[src/a8tc_pkg.sv]
// Constants and types of the 8-bit asynchronous timer with one compare channel
package a8tc_pkg;
   // ****************************************
   // Register offsets
   // ****************************************
   localparam logic [2:0] A8TC_OFS_CTRL = 3'h0;
   localparam logic [2:0] A8TC_OFS_COUNT = 3'h1;
   localparam logic [2:0] A8TC_OFS_COMPARE = 3'h2;
   localparam logic [2:0] A8TC_OFS_FLAG = 3'h3;
   localparam logic [2:0] A8TC_OFS_MASK = 3'h4;
   localparam logic [2:0] A8TC_OFS_ASYNC = 3'h5;

   // ****************************************
   // Control register fields
   // ****************************************
   localparam int A8TC_CS_LSB = 0;
   localparam int A8TC_WGM_LSB = 3;
   localparam int A8TC_COM_LSB = 5;
   localparam int A8TC_FOC_BIT = 7;

   // ****************************************
   // Flag, mask and async status bits
   // ****************************************
   localparam int A8TC_OVF_BIT = 0;
   localparam int A8TC_CMP_BIT = 1;
   localparam int A8TC_ASO_BIT = 3;

   // ****************************************
   // Count limits and reset values
   // ****************************************
   localparam logic [7:0] A8TC_BOTTOM = 8'h00;
   localparam logic [7:0] A8TC_MAX = 8'hff;
   localparam logic [7:0] A8TC_RST_BYTE = 8'h00;
   localparam logic [9:0] A8TC_RST_PRESCALE = 10'h000;

   // ****************************************
   // Waveform modes
   // ****************************************
   localparam logic [1:0] A8TC_WGM_NORMAL = 2'h0;
   localparam logic [1:0] A8TC_WGM_PHASE = 2'h1;
   localparam logic [1:0] A8TC_WGM_CTC = 2'h2;
   localparam logic [1:0] A8TC_WGM_FAST = 2'h3;

   // ****************************************
   // Compare output actions
   // ****************************************
   localparam logic [1:0] A8TC_COM_NONE = 2'h0;
   localparam logic [1:0] A8TC_COM_TOGGLE = 2'h1;
   localparam logic [1:0] A8TC_COM_CLEAR = 2'h2;
   localparam logic [1:0] A8TC_COM_SET = 2'h3;

   // ****************************************
   // Counter direction state
   // ****************************************
   typedef enum logic [1:0] {
      A8TC_DIR_UP = 2'b01,
      A8TC_DIR_DOWN = 2'b10
   } a8tc_dir_e;
endpackage

[src/a8tc_timer.sv]
// 8-bit up/down timer with clock select, one compare channel and register port
//
// Local design decisions: the strobed register port and the register offsets.
`timescale 1ns/1ns
`default_nettype none
module a8tc_timer (
   input wire logic clk_i,
   input wire logic arst_n_i,
   input wire logic [2:0] addr_i,
   input wire logic [7:0] wdata_i,
   input wire logic wr_i,
   input wire logic rd_i,
   output logic [7:0] rdata_o,
   input wire logic crystal_pin_in_i,
   output logic crystal_pin_out_o,
   input wire logic ovf_irq_ack_i,
   input wire logic cmp_irq_ack_i,
   output logic ovf_irq_o,
   output logic cmp_irq_o,
   output logic compare_output_o
);

   // ****************************************
   // Functions
   // ****************************************
   function automatic logic tap_hit(input logic [9:0] pre, input logic [2:0] cs);
      logic hit;
      hit = 1'b0;
      case (cs)
         3'h1: hit = 1'b1;
         3'h2: hit = &pre[2:0];
         3'h3: hit = &pre[4:0];
         3'h4: hit = &pre[5:0];
         3'h5: hit = &pre[6:0];
         3'h6: hit = &pre[7:0];
         3'h7: hit = &pre[9:0];
         default: hit = 1'b0;
      endcase
      return hit;
   endfunction

   function automatic logic com_level(input logic [1:0] com, input logic cur);
      logic lvl;
      lvl = cur;
      case (com)
         a8tc_pkg::A8TC_COM_TOGGLE: lvl = ~cur;
         a8tc_pkg::A8TC_COM_CLEAR: lvl = 1'b0;
         a8tc_pkg::A8TC_COM_SET: lvl = 1'b1;
         default: lvl = cur;
      endcase
      return lvl;
   endfunction

   // ****************************************
   // Registers
   // ****************************************
   logic [2:0] cs_reg;
   logic [1:0] wgm_reg;
   logic [1:0] com_reg;
   logic aso_reg;
   logic [7:0] count_value_reg;
   logic [7:0] count_value_next;
   logic [7:0] compare_value_reg;
   logic [7:0] compare_value_next;
   logic [7:0] compare_buffer_reg;
   logic ovf_flag_reg;
   logic cmp_flag_reg;
   logic ovf_mask_reg;
   logic cmp_mask_reg;
   logic block_reg;
   logic out_reg;
   logic out_next;
   logic [9:0] prescale_reg;
   logic osc_meta_reg;
   logic osc_sync_reg;
   logic osc_prev_reg;
   a8tc_pkg::a8tc_dir_e dir_reg;
   a8tc_pkg::a8tc_dir_e dir_next;

   // ****************************************
   // Decode
   // ****************************************
   wire logic wr_ctrl = wr_i && (addr_i == a8tc_pkg::A8TC_OFS_CTRL);
   wire logic wr_count = wr_i && (addr_i == a8tc_pkg::A8TC_OFS_COUNT);
   wire logic wr_compare = wr_i && (addr_i == a8tc_pkg::A8TC_OFS_COMPARE);
   wire logic wr_flag = wr_i && (addr_i == a8tc_pkg::A8TC_OFS_FLAG);
   wire logic wr_mask = wr_i && (addr_i == a8tc_pkg::A8TC_OFS_MASK);
   wire logic wr_async = wr_i && (addr_i == a8tc_pkg::A8TC_OFS_ASYNC);

   wire logic pwm_mode = (wgm_reg == a8tc_pkg::A8TC_WGM_PHASE) ||
      (wgm_reg == a8tc_pkg::A8TC_WGM_FAST);
   wire logic force_strobe = wr_ctrl && wdata_i[a8tc_pkg::A8TC_FOC_BIT] && !pwm_mode;

   // ****************************************
   // Tick generation
   // ****************************************
   wire logic osc_rise = osc_sync_reg && !osc_prev_reg;
   wire logic src_pulse = aso_reg ? osc_rise : 1'b1;
   wire logic stopped = (cs_reg == 3'h0);
   wire logic tick = src_pulse && !stopped && tap_hit(prescale_reg, cs_reg);

   // ****************************************
   // Count limits and compare
   // ****************************************
   wire logic at_bottom = (count_value_reg == a8tc_pkg::A8TC_BOTTOM);
   wire logic at_max = (count_value_reg == a8tc_pkg::A8TC_MAX);
   wire logic match = (count_value_reg == compare_value_reg);
   wire logic ctc_mode = (wgm_reg == a8tc_pkg::A8TC_WGM_CTC);
   wire logic at_top = ctc_mode ? match : at_max;
   wire logic tick_match = tick && match && !block_reg;

   // ****************************************
   // Next count, direction and overflow
   // ****************************************
   logic ovf_event;
   always_comb begin
      count_value_next = count_value_reg;
      dir_next = dir_reg;
      ovf_event = 1'b0;
      case (wgm_reg)
         a8tc_pkg::A8TC_WGM_NORMAL: begin
            count_value_next = count_value_reg + 8'h01;
            ovf_event = at_max;
         end
         a8tc_pkg::A8TC_WGM_CTC: begin
            if (tick_match) begin
               count_value_next = a8tc_pkg::A8TC_BOTTOM;
            end else begin
               count_value_next = count_value_reg + 8'h01;
            end
            ovf_event = at_max && !tick_match;
         end
         a8tc_pkg::A8TC_WGM_FAST: begin
            if (at_top) begin
               count_value_next = a8tc_pkg::A8TC_BOTTOM;
            end else begin
               count_value_next = count_value_reg + 8'h01;
            end
            ovf_event = at_max;
         end
         default: begin
            if (dir_reg == a8tc_pkg::A8TC_DIR_UP) begin
               if (at_max) begin
                  dir_next = a8tc_pkg::A8TC_DIR_DOWN;
                  count_value_next = count_value_reg - 8'h01;
               end else begin
                  count_value_next = count_value_reg + 8'h01;
               end
            end else begin
               if (at_bottom) begin
                  dir_next = a8tc_pkg::A8TC_DIR_UP;
                  count_value_next = count_value_reg + 8'h01;
               end else begin
                  count_value_next = count_value_reg - 8'h01;
               end
            end
            ovf_event = at_bottom && (dir_reg == a8tc_pkg::A8TC_DIR_DOWN);
         end
      endcase
   end

   // ****************************************
   // Compare value and buffer
   // ****************************************
   wire logic buf_load = pwm_mode && tick &&
      ((wgm_reg == a8tc_pkg::A8TC_WGM_FAST) ? at_max :
      (at_max && dir_reg == a8tc_pkg::A8TC_DIR_UP));

   always_comb begin
      compare_value_next = compare_value_reg;
      if (wr_compare && !pwm_mode) begin
         compare_value_next = wdata_i;
      end else if (buf_load) begin
         compare_value_next = compare_buffer_reg;
      end
   end

   // ****************************************
   // Compare output next level
   // ****************************************
   always_comb begin
      out_next = out_reg;
      if (force_strobe) begin
         out_next = com_level(com_reg, out_reg);
      end else if (tick) begin
         if (!pwm_mode) begin
            if (tick_match) begin
               out_next = com_level(com_reg, out_reg);
            end
         end else if (wgm_reg == a8tc_pkg::A8TC_WGM_FAST) begin
            if (tick_match && com_reg[1]) begin
               out_next = com_reg[0];
            end else if (at_max && com_reg[1]) begin
               out_next = ~com_reg[0];
            end
         end else begin
            if (tick_match && com_reg[1]) begin
               out_next = (dir_reg == a8tc_pkg::A8TC_DIR_UP) ? com_reg[0] : ~com_reg[0];
            end
         end
      end
   end

   // ****************************************
   // Read mux
   // ****************************************
   logic [7:0] rd_mux;
   always_comb begin
      rd_mux = 8'h00;
      if (addr_i == a8tc_pkg::A8TC_OFS_CTRL) begin
         rd_mux = {1'b0, com_reg, wgm_reg, cs_reg};
      end else if (addr_i == a8tc_pkg::A8TC_OFS_COUNT) begin
         rd_mux = count_value_reg;
      end else if (addr_i == a8tc_pkg::A8TC_OFS_COMPARE) begin
         rd_mux = pwm_mode ? compare_buffer_reg : compare_value_reg;
      end else if (addr_i == a8tc_pkg::A8TC_OFS_FLAG) begin
         rd_mux = {6'h00, cmp_flag_reg, ovf_flag_reg};
      end else if (addr_i == a8tc_pkg::A8TC_OFS_MASK) begin
         rd_mux = {6'h00, cmp_mask_reg, ovf_mask_reg};
      end else if (addr_i == a8tc_pkg::A8TC_OFS_ASYNC) begin
         rd_mux = {4'h0, aso_reg, 3'h0};
      end
   end

   // ****************************************
   // Oscillator synchroniser
   // ****************************************
   always_ff @(posedge clk_i or negedge arst_n_i) begin
      if (!arst_n_i) begin
         osc_meta_reg <= 1'b0;
         osc_sync_reg <= 1'b0;
         osc_prev_reg <= 1'b0;
      end else begin
         osc_meta_reg <= crystal_pin_in_i;
         osc_sync_reg <= osc_meta_reg;
         osc_prev_reg <= osc_sync_reg;
      end
   end

   // ****************************************
   // Prescaler
   // ****************************************
   always_ff @(posedge clk_i or negedge arst_n_i) begin
      if (!arst_n_i) begin
         prescale_reg <= a8tc_pkg::A8TC_RST_PRESCALE;
      end else if (stopped) begin
         prescale_reg <= a8tc_pkg::A8TC_RST_PRESCALE;
      end else if (src_pulse) begin
         prescale_reg <= prescale_reg + 10'h001;
      end
   end

   // ****************************************
   // Control registers
   // ****************************************
   always_ff @(posedge clk_i or negedge arst_n_i) begin
      if (!arst_n_i) begin
         cs_reg <= 3'h0;
         wgm_reg <= a8tc_pkg::A8TC_WGM_NORMAL;
         com_reg <= a8tc_pkg::A8TC_COM_NONE;
         aso_reg <= 1'b0;
         ovf_mask_reg <= 1'b0;
         cmp_mask_reg <= 1'b0;
      end else begin
         if (wr_ctrl) begin
            cs_reg <= wdata_i[a8tc_pkg::A8TC_CS_LSB +: 3];
            wgm_reg <= wdata_i[a8tc_pkg::A8TC_WGM_LSB +: 2];
            com_reg <= wdata_i[a8tc_pkg::A8TC_COM_LSB +: 2];
         end
         if (wr_async) begin
            aso_reg <= wdata_i[a8tc_pkg::A8TC_ASO_BIT];
         end
         if (wr_mask) begin
            ovf_mask_reg <= wdata_i[a8tc_pkg::A8TC_OVF_BIT];
            cmp_mask_reg <= wdata_i[a8tc_pkg::A8TC_CMP_BIT];
         end
      end
   end

   // ****************************************
   // Counter, direction and match blocking
   // ****************************************
   always_ff @(posedge clk_i or negedge arst_n_i) begin
      if (!arst_n_i) begin
         count_value_reg <= a8tc_pkg::A8TC_RST_BYTE;
         dir_reg <= a8tc_pkg::A8TC_DIR_UP;
         block_reg <= 1'b0;
      end else begin
         if (wr_count) begin
            count_value_reg <= wdata_i;
         end else if (tick) begin
            count_value_reg <= count_value_next;
         end
         if (wgm_reg != a8tc_pkg::A8TC_WGM_PHASE) begin
            dir_reg <= a8tc_pkg::A8TC_DIR_UP;
         end else if (tick && !wr_count) begin
            dir_reg <= dir_next;
         end
         if (wr_count) begin
            block_reg <= 1'b1;
         end else if (tick) begin
            block_reg <= 1'b0;
         end
      end
   end

   // ****************************************
   // Compare registers and output
   // ****************************************
   always_ff @(posedge clk_i or negedge arst_n_i) begin
      if (!arst_n_i) begin
         compare_value_reg <= a8tc_pkg::A8TC_RST_BYTE;
         compare_buffer_reg <= a8tc_pkg::A8TC_RST_BYTE;
         out_reg <= 1'b0;
      end else begin
         compare_value_reg <= compare_value_next;
         if (wr_compare) begin
            compare_buffer_reg <= wdata_i;
         end
         out_reg <= out_next;
      end
   end

   // ****************************************
   // Flags, set wins over clear
   // ****************************************
   always_ff @(posedge clk_i or negedge arst_n_i) begin
      if (!arst_n_i) begin
         ovf_flag_reg <= 1'b0;
         cmp_flag_reg <= 1'b0;
      end else begin
         if (tick && !wr_count && ovf_event) begin
            ovf_flag_reg <= 1'b1;
         end else if (ovf_irq_ack_i || (wr_flag && wdata_i[a8tc_pkg::A8TC_OVF_BIT])) begin
            ovf_flag_reg <= 1'b0;
         end
         if (tick_match) begin
            cmp_flag_reg <= 1'b1;
         end else if (cmp_irq_ack_i || (wr_flag && wdata_i[a8tc_pkg::A8TC_CMP_BIT])) begin
            cmp_flag_reg <= 1'b0;
         end
      end
   end

   // ****************************************
   // Registered outputs
   // ****************************************
   always_ff @(posedge clk_i or negedge arst_n_i) begin
      if (!arst_n_i) begin
         rdata_o <= 8'h00;
         ovf_irq_o <= 1'b0;
         cmp_irq_o <= 1'b0;
         compare_output_o <= 1'b0;
         crystal_pin_out_o <= 1'b0;
      end else begin
         rdata_o <= rd_i ? rd_mux : 8'h00;
         ovf_irq_o <= ovf_flag_reg && ovf_mask_reg;
         cmp_irq_o <= cmp_flag_reg && cmp_mask_reg;
         compare_output_o <= out_reg;
         crystal_pin_out_o <= aso_reg && !osc_sync_reg;
      end
   end

endmodule
`default_nettype wire

[config.mk]
export PLATFORM = sky130hd
export DESIGN_NAME = a8tc_timer
export DESIGN_NICKNAME = d
export VERILOG_FILES = /design/src/a8tc_pkg.sv /design/src/a8tc_timer.sv
export SDC_FILE = /design/constraint.sdc
export NUM_CORES = 1
export LEC_CHECK = 0
export ABC_AREA = 1
export BUFFER_PORTS_ARGS = -buffer_cell sky130_fd_sc_hd__buf_2
export CAP_MARGIN = 5
export CORE_ASPECT_RATIO = 1.1
export CORE_UTILIZATION = 39
export DETAILED_ROUTE_END_ITERATION = 7
export SLEW_MARGIN = 40
export SYNTH_ARGS = -nofsm -noshare
export SYNTH_HDL_FRONTEND = slang
export SYNTH_SLANG_ARGS = --single-unit
[constraint.sdc]
create_clock -name clk_i -period 2.8 [get_ports clk_i]
set_input_delay 0 -clock clk_i [delete_from_list [all_inputs] [get_ports clk_i]]
set_output_delay 0 -clock clk_i [all_outputs]
set_load 0.005 [all_outputs]
### Yosys cells after proc, flatten, opt, wreduce, memory -nomap -nowiden

Cells that the tools add are included.

* word-level logic and storage cells: 163
* output and inout port bits: 12
* flip-flop bits (word level): 65

* reductions and logical operators: 61
* muxes and demuxes: 47
* bitwise logic cells: 2
* equal/unequal tests: 27
* $add $sub $neg: 3

Operators by type and width (number)
* 2-to-1 mux 8 bit: 14
* logical AND 1 bit: 28
* case mux 8 bit (3 select lines): 1
* 2-to-1 mux 10 bit: 2
* == test 3 bit, second input constant: 6
* 2-to-1 mux 1 bit: 18
* nonzero test 2 bit: 7
* == test 3 x 2 -> 1 bit, second input constant: 4
* 2-to-1 mux 2 bit: 6
* 2-to-1 mux 4 bit: 3
* adder 10 x 1 -> 10 bit, second input constant: 1
* == test 2 bit, second input constant: 5
* AND reduction 10 bit: 1
* adder 8 x 1 -> 8 bit, second input constant: 1
* == test 8 bit: 1
* == test 8 bit, second input constant: 1
* logical NOT 8 bit: 1
* inequality test 4 x 1 -> 1 bit, second input constant: 2
* AND reduction 4 bit: 2
* AND reduction 8 bit: 1
* subtractor 8 x 1 -> 8 bit, second input constant: 1
* logical NOT 1 bit: 7
* case mux 1 bit (7 select lines): 1
* AND reduction 7 bit: 1
* other kinds (16): 25

### Logic depth before layout (Yosys ltp)

* depth in word-level cells: 13
* gate-level depth with buffers: 14
* gate-level depth less buffers: 14

### Worst setup path before layout

OpenSTA, ideal clock, no wires.

* path kind: register -> register
* start point: register prescale_reg[0]
* end point: register compare_value_reg[2]
* stages on the path, launching flop included: 14
* library setup time: 0.127 ns
* data arrival time: 1.662 ns
* path slack: 1.011 ns
* data required time: 2.673 ns
* cells stage by stage: dfrtp_1 > ha_1 > nand3_1 > inv_1 > ha_1 > o21ai_1 > nand3_1 > nand2_1 > a21oi_4 > nand4_1 > nand2_1 > buf_6 > o211ai_1 > o21ai_1

* word-level cells in the longest chain between the ends: 6
* elaborated cells on any way between the ends: 11
* those cells by class: mux (1); reduce/logical (10)

RTL lines
* start, declared: line a8tc_timer.sv:73 `logic [9:0] prescale_reg;`
* start signal, assigned: line a8tc_timer.sv:245 `prescale_reg <= a8tc_pkg::A8TC_RST_PRESCALE;`
* start signal, assigned: line a8tc_timer.sv:247 `prescale_reg <= a8tc_pkg::A8TC_RST_PRESCALE;`
* start signal, assigned: line a8tc_timer.sv:249 `prescale_reg <= prescale_reg + 10'h001;`
* AND reduction 10 bit, or another cell as far along: line a8tc_timer.sv:36 `3'h7: hit = &pre[9:0];`
* case mux 1 bit (7 select lines) (*): line a8tc_timer.sv:29 `case (cs)`
* logical AND 1 bit (*): line a8tc_timer.sv:100 `wire logic tick = src_pulse && !stopped && tap_hit(prescale_reg, cs_reg);`
* logical AND 1 bit (*) (2 in series): line a8tc_timer.sv:165 `wire logic buf_load = pwm_mode && tick &&`
* nonzero test 2 bit (no source line) (*)
* end signal, assigned: line a8tc_timer.sv:312 `compare_value_reg <= a8tc_pkg::A8TC_RST_BYTE;`
* end signal, assigned: line a8tc_timer.sv:316 `compare_value_reg <= compare_value_next;`
* end, declared: line a8tc_timer.sv:63 `logic [7:0] compare_value_reg;`

Mark *: on every way between the ends. The rest lies on a longest branch, timed or not.
A chain may end at the register's enable or synchronous reset.

### Worst setup path in the final report

* start point: register wgm_reg[1]
* end point: register compare_value_reg[3]

* word-level cells in the longest chain between the ends: 5
* elaborated cells on any way between the ends: 10
* those cells by class: eq/ne (2); mux (2); reduce/logical (6)

RTL lines
* start, declared: line a8tc_timer.sv:58 `logic [1:0] wgm_reg;`
* start signal, assigned: line a8tc_timer.sv:259 `wgm_reg <= a8tc_pkg::A8TC_WGM_NORMAL;`
* start signal, assigned: line a8tc_timer.sv:267 `wgm_reg <= wdata_i[a8tc_pkg::A8TC_WGM_LSB +: 2];`
* == test 2 x 1 -> 1 bit / == test 2 bit (equally long branches): line a8tc_timer.sv:90, a8tc_timer.sv:91, a8tc_timer.sv:166
* logical OR 1 bit: line a8tc_timer.sv:90 `wire logic pwm_mode = (wgm_reg == a8tc_pkg::A8TC_WGM_PHASE) ||`
* logical NOT 1 bit / logical AND 1 bit (equally long branches)
* logical AND 1 bit (on tied branches): line a8tc_timer.sv:171, a8tc_timer.sv:165
* 2-to-1 mux 8 bit / nonzero test 2 bit (equally long branches)

Several ways; a longest one is shown, not always the timed one.

==> out/metrics.csv <==
metric,value,unit
Critical Path RT,3.04,ns
hold path start,addr_i[2],
detailed-route DRC error count,0,
"commonest non-fill, non-tap cell in the layout",nand2_1,
drt initial violations,277,
Area Growth Syn to Fin,14.92,%
number of flip-flops in the largest register,10,
Power Dens Cells,783.1,nW/um^2
Crit path depth,9,
Worst Hold Class,input port to register,
dpl cells,618,
slowest cell on the critical path,dfrtp_1,
Pins Over Slew Limit,0,
largest net degree at the start of global routing,46,
post-route ant nets,0,
full die area,9985,sq um
Final Hold Viols,0,
Initial Utilization,39.99,%
crit path capture type,register,
YS warnings,0,
Critical R2R Launch,wgm_reg[1],
Overall Power,3.366,mW
Mapped Area,3740,sq um
Leak,2.126,nW
RSZ-0062 raised after global routing,no,
Final Util,45.96,%
initial antenna violation count,0,
DR WL/cell,15.19,um
maximum vdd drop,0.3966,mV
crit path kind,register to register,
drt total wl,9813,um
Final Hold Slack,0.03007,ns
Via density,5.327,
CTS Buffer Depth,2,
Slew @ Worst Pin,0.6101,ns
Worst EP arrival,2.51,ns
Reg2Reg Setup Slack,0.54,ns
die width,95.37,um
minimum period implied by the final worst setup slack,2.263,ns
H-tree levels,3,
Clock Tree Root,clkbuf_8,
# diodes,0,
Initial DRT Pass Iterations,6,
Clock Pin Slew Worst Setup and Hold Paths,0.09,ns
first-pass GRT wire length,16640,um
final setup margin,0.5372,ns
Mean Syn Cell Area,7.759,sq um
Yosys top cell by area,dfrtp_1,
Post-DP Area,3965,sq um
crit start category,register,
Congestion Overflow GR,0,
sequential area share after synthesis,43.53,%
post-route design area,4298,sq um
GRT Total Usage,21.97,%
Crit. Startpoint,wgm_reg[1],
Crit Path Max Fanout,15,
"Distinct cells, synth",43,
Fmax,441.9,MHz
vias in the first global route,3316,
crit-path cells,inv_1 -> ha_1 -> nor2_4 -> inv_1 -> nand4_1 -> nand2_1 -> inv_1 -> nand2_1 -> o21ai_1,
share of cells above drive strength 1,14.37,%
most frequent CP cell,inv_1,
CP top delay family,simple AND/OR/NAND/NOR gates,
CP peak stage delay,0.44,ns
Slew HR,59.01,%
Syn Nets,510,
main area contributors after synthesis,"dfrtp_1 43%, nand2_1 12%, inv_1 5.9%",
routability cong.,0.9297,
Final setup viols,0,
post-placement setup slack,0.4030,ns
clock sinks,65,
row cnt,37,
"Cell Count, Final, Fillers Out",646,
worst clock skew,0.01477,ns
most frequent cells in the layout,"117 x nand2_1, 64 x dfrtp_1, 59 x inv_1",
total of max-cap violations,0,
DP HPWL,7322,um
crit path buf inv count,3,
worst r2r path cells,9,
Worst-Skew Late Latency,0.36,ns
synthesized instance count,482,
Num CTS Buffers,9,
port bufs,29,
CTS tree,yes,
outcome,finished clean,
# nets final,552,
Synth top area share,42.82,%
I/O Pins,30,
DIE HEIGHT,104.7,um
core region area,9351,sq um
Worst R2R End,compare_value_reg[3],
filler cell count,966,
final period utilization,80.82,%
DR vias,3441,
TNS Setup,0,ns
Worst Setup EP,compare_value_reg[3],
Seq cells post-synth,65,
## worst min-delay path by stage
stage | to | slack, ns | cells past startpoint
global route | ovf_flag_reg | 0.05 | 4
CTS | ovf_mask_reg | 0.02 | 3
global placement | prescale_reg[0] | -0.009 | 1
detailed placement | prescale_reg[1] | -0.01 | 1
finish | ovf_mask_reg | 0.03 | 3
floorplan | aso_reg | -0.30 | 0
## routing by layer
metal / routed length [um] / GRT usage, %
met3: 572 / 3.712
met5: 0 / 0
met1: 4389 / 30.02
met4: 492 / 13.10
met2: 4358 / 32.14
## cell usage after synthesis (all sizes together)
master   number
xor2          9
nor2         35
a211oi        2
nand3b        1
o31ai         3
a21oi        26
o21a          1
clkinv        4
o21ai        52
nand2       122
inv          67
o21bai        1
o211ai        4
or2           2
o2111ai       1
buf           9
ha           10
nor3          7
dfrtp        64
a31oi         1
dfstp         1
a21boi        1
a22oi         3
clkbuf        3
o221ai        2
o22ai         5
nand3        29
xnor2         5
a221oi        5
nand4         7
## area by class of cell
class,instances,area (sq um),share of cell area (%)
Multi-Input combinational cell,334,1765,41.08
Tap cell,117,146.4,3.406
Inverter,71,270.3,6.288
Timing Repair Buffer,43,280.3,6.521
Clock inverter,7,83.83,1.951
Clock buffer,9,123.9,2.882
Sequential cell,65,1628,37.87
## report_power, final
part | internal (mW) | total [mW] | switching, mW
combinational | 0.413 | 1.12 | 0.707
sequential | 1.14 | 1.39 | 0.249
clock | 0.428 | 0.860 | 0.432
total | 1.98 | 3.37 | 1.39
## cells by family after synthesis
| group | count (synthesis) | share of synthesized area [%] |
|---|---|---|
| simple gates | 203 | 23.62 |
| compound gates | 107 | 16.83 |
| buf+inv | 83 | 9.401 |
| flops | 65 | 43.53 |
| xor+xnor | 14 | 3.279 |
| fa+ha+maj | 10 | 3.346 |
## timing repair
action / in CTS / in global routing
hold endpoints to repair: 34 / 0
buffers inserted: 0 / 0
resized for setup: 0 / 1
setup endpoints to repair: 0 / 1
hold buffers: 12 / 0
## worst register-to-register path, delay by kind of cell, from the launching register on
family | cells | cell delay [ns]
flip-flops | 1 | 0.44
adder cells (fa/ha/maj) | 1 | 0.40
AO/OA/AOI/OAI | 1 | 0.06
AND/OR/NAND/NOR | 4 | 0.74
buffers and inverters | 3 | 0.50
No activity file was read; power rests on OpenSTA's default activity.
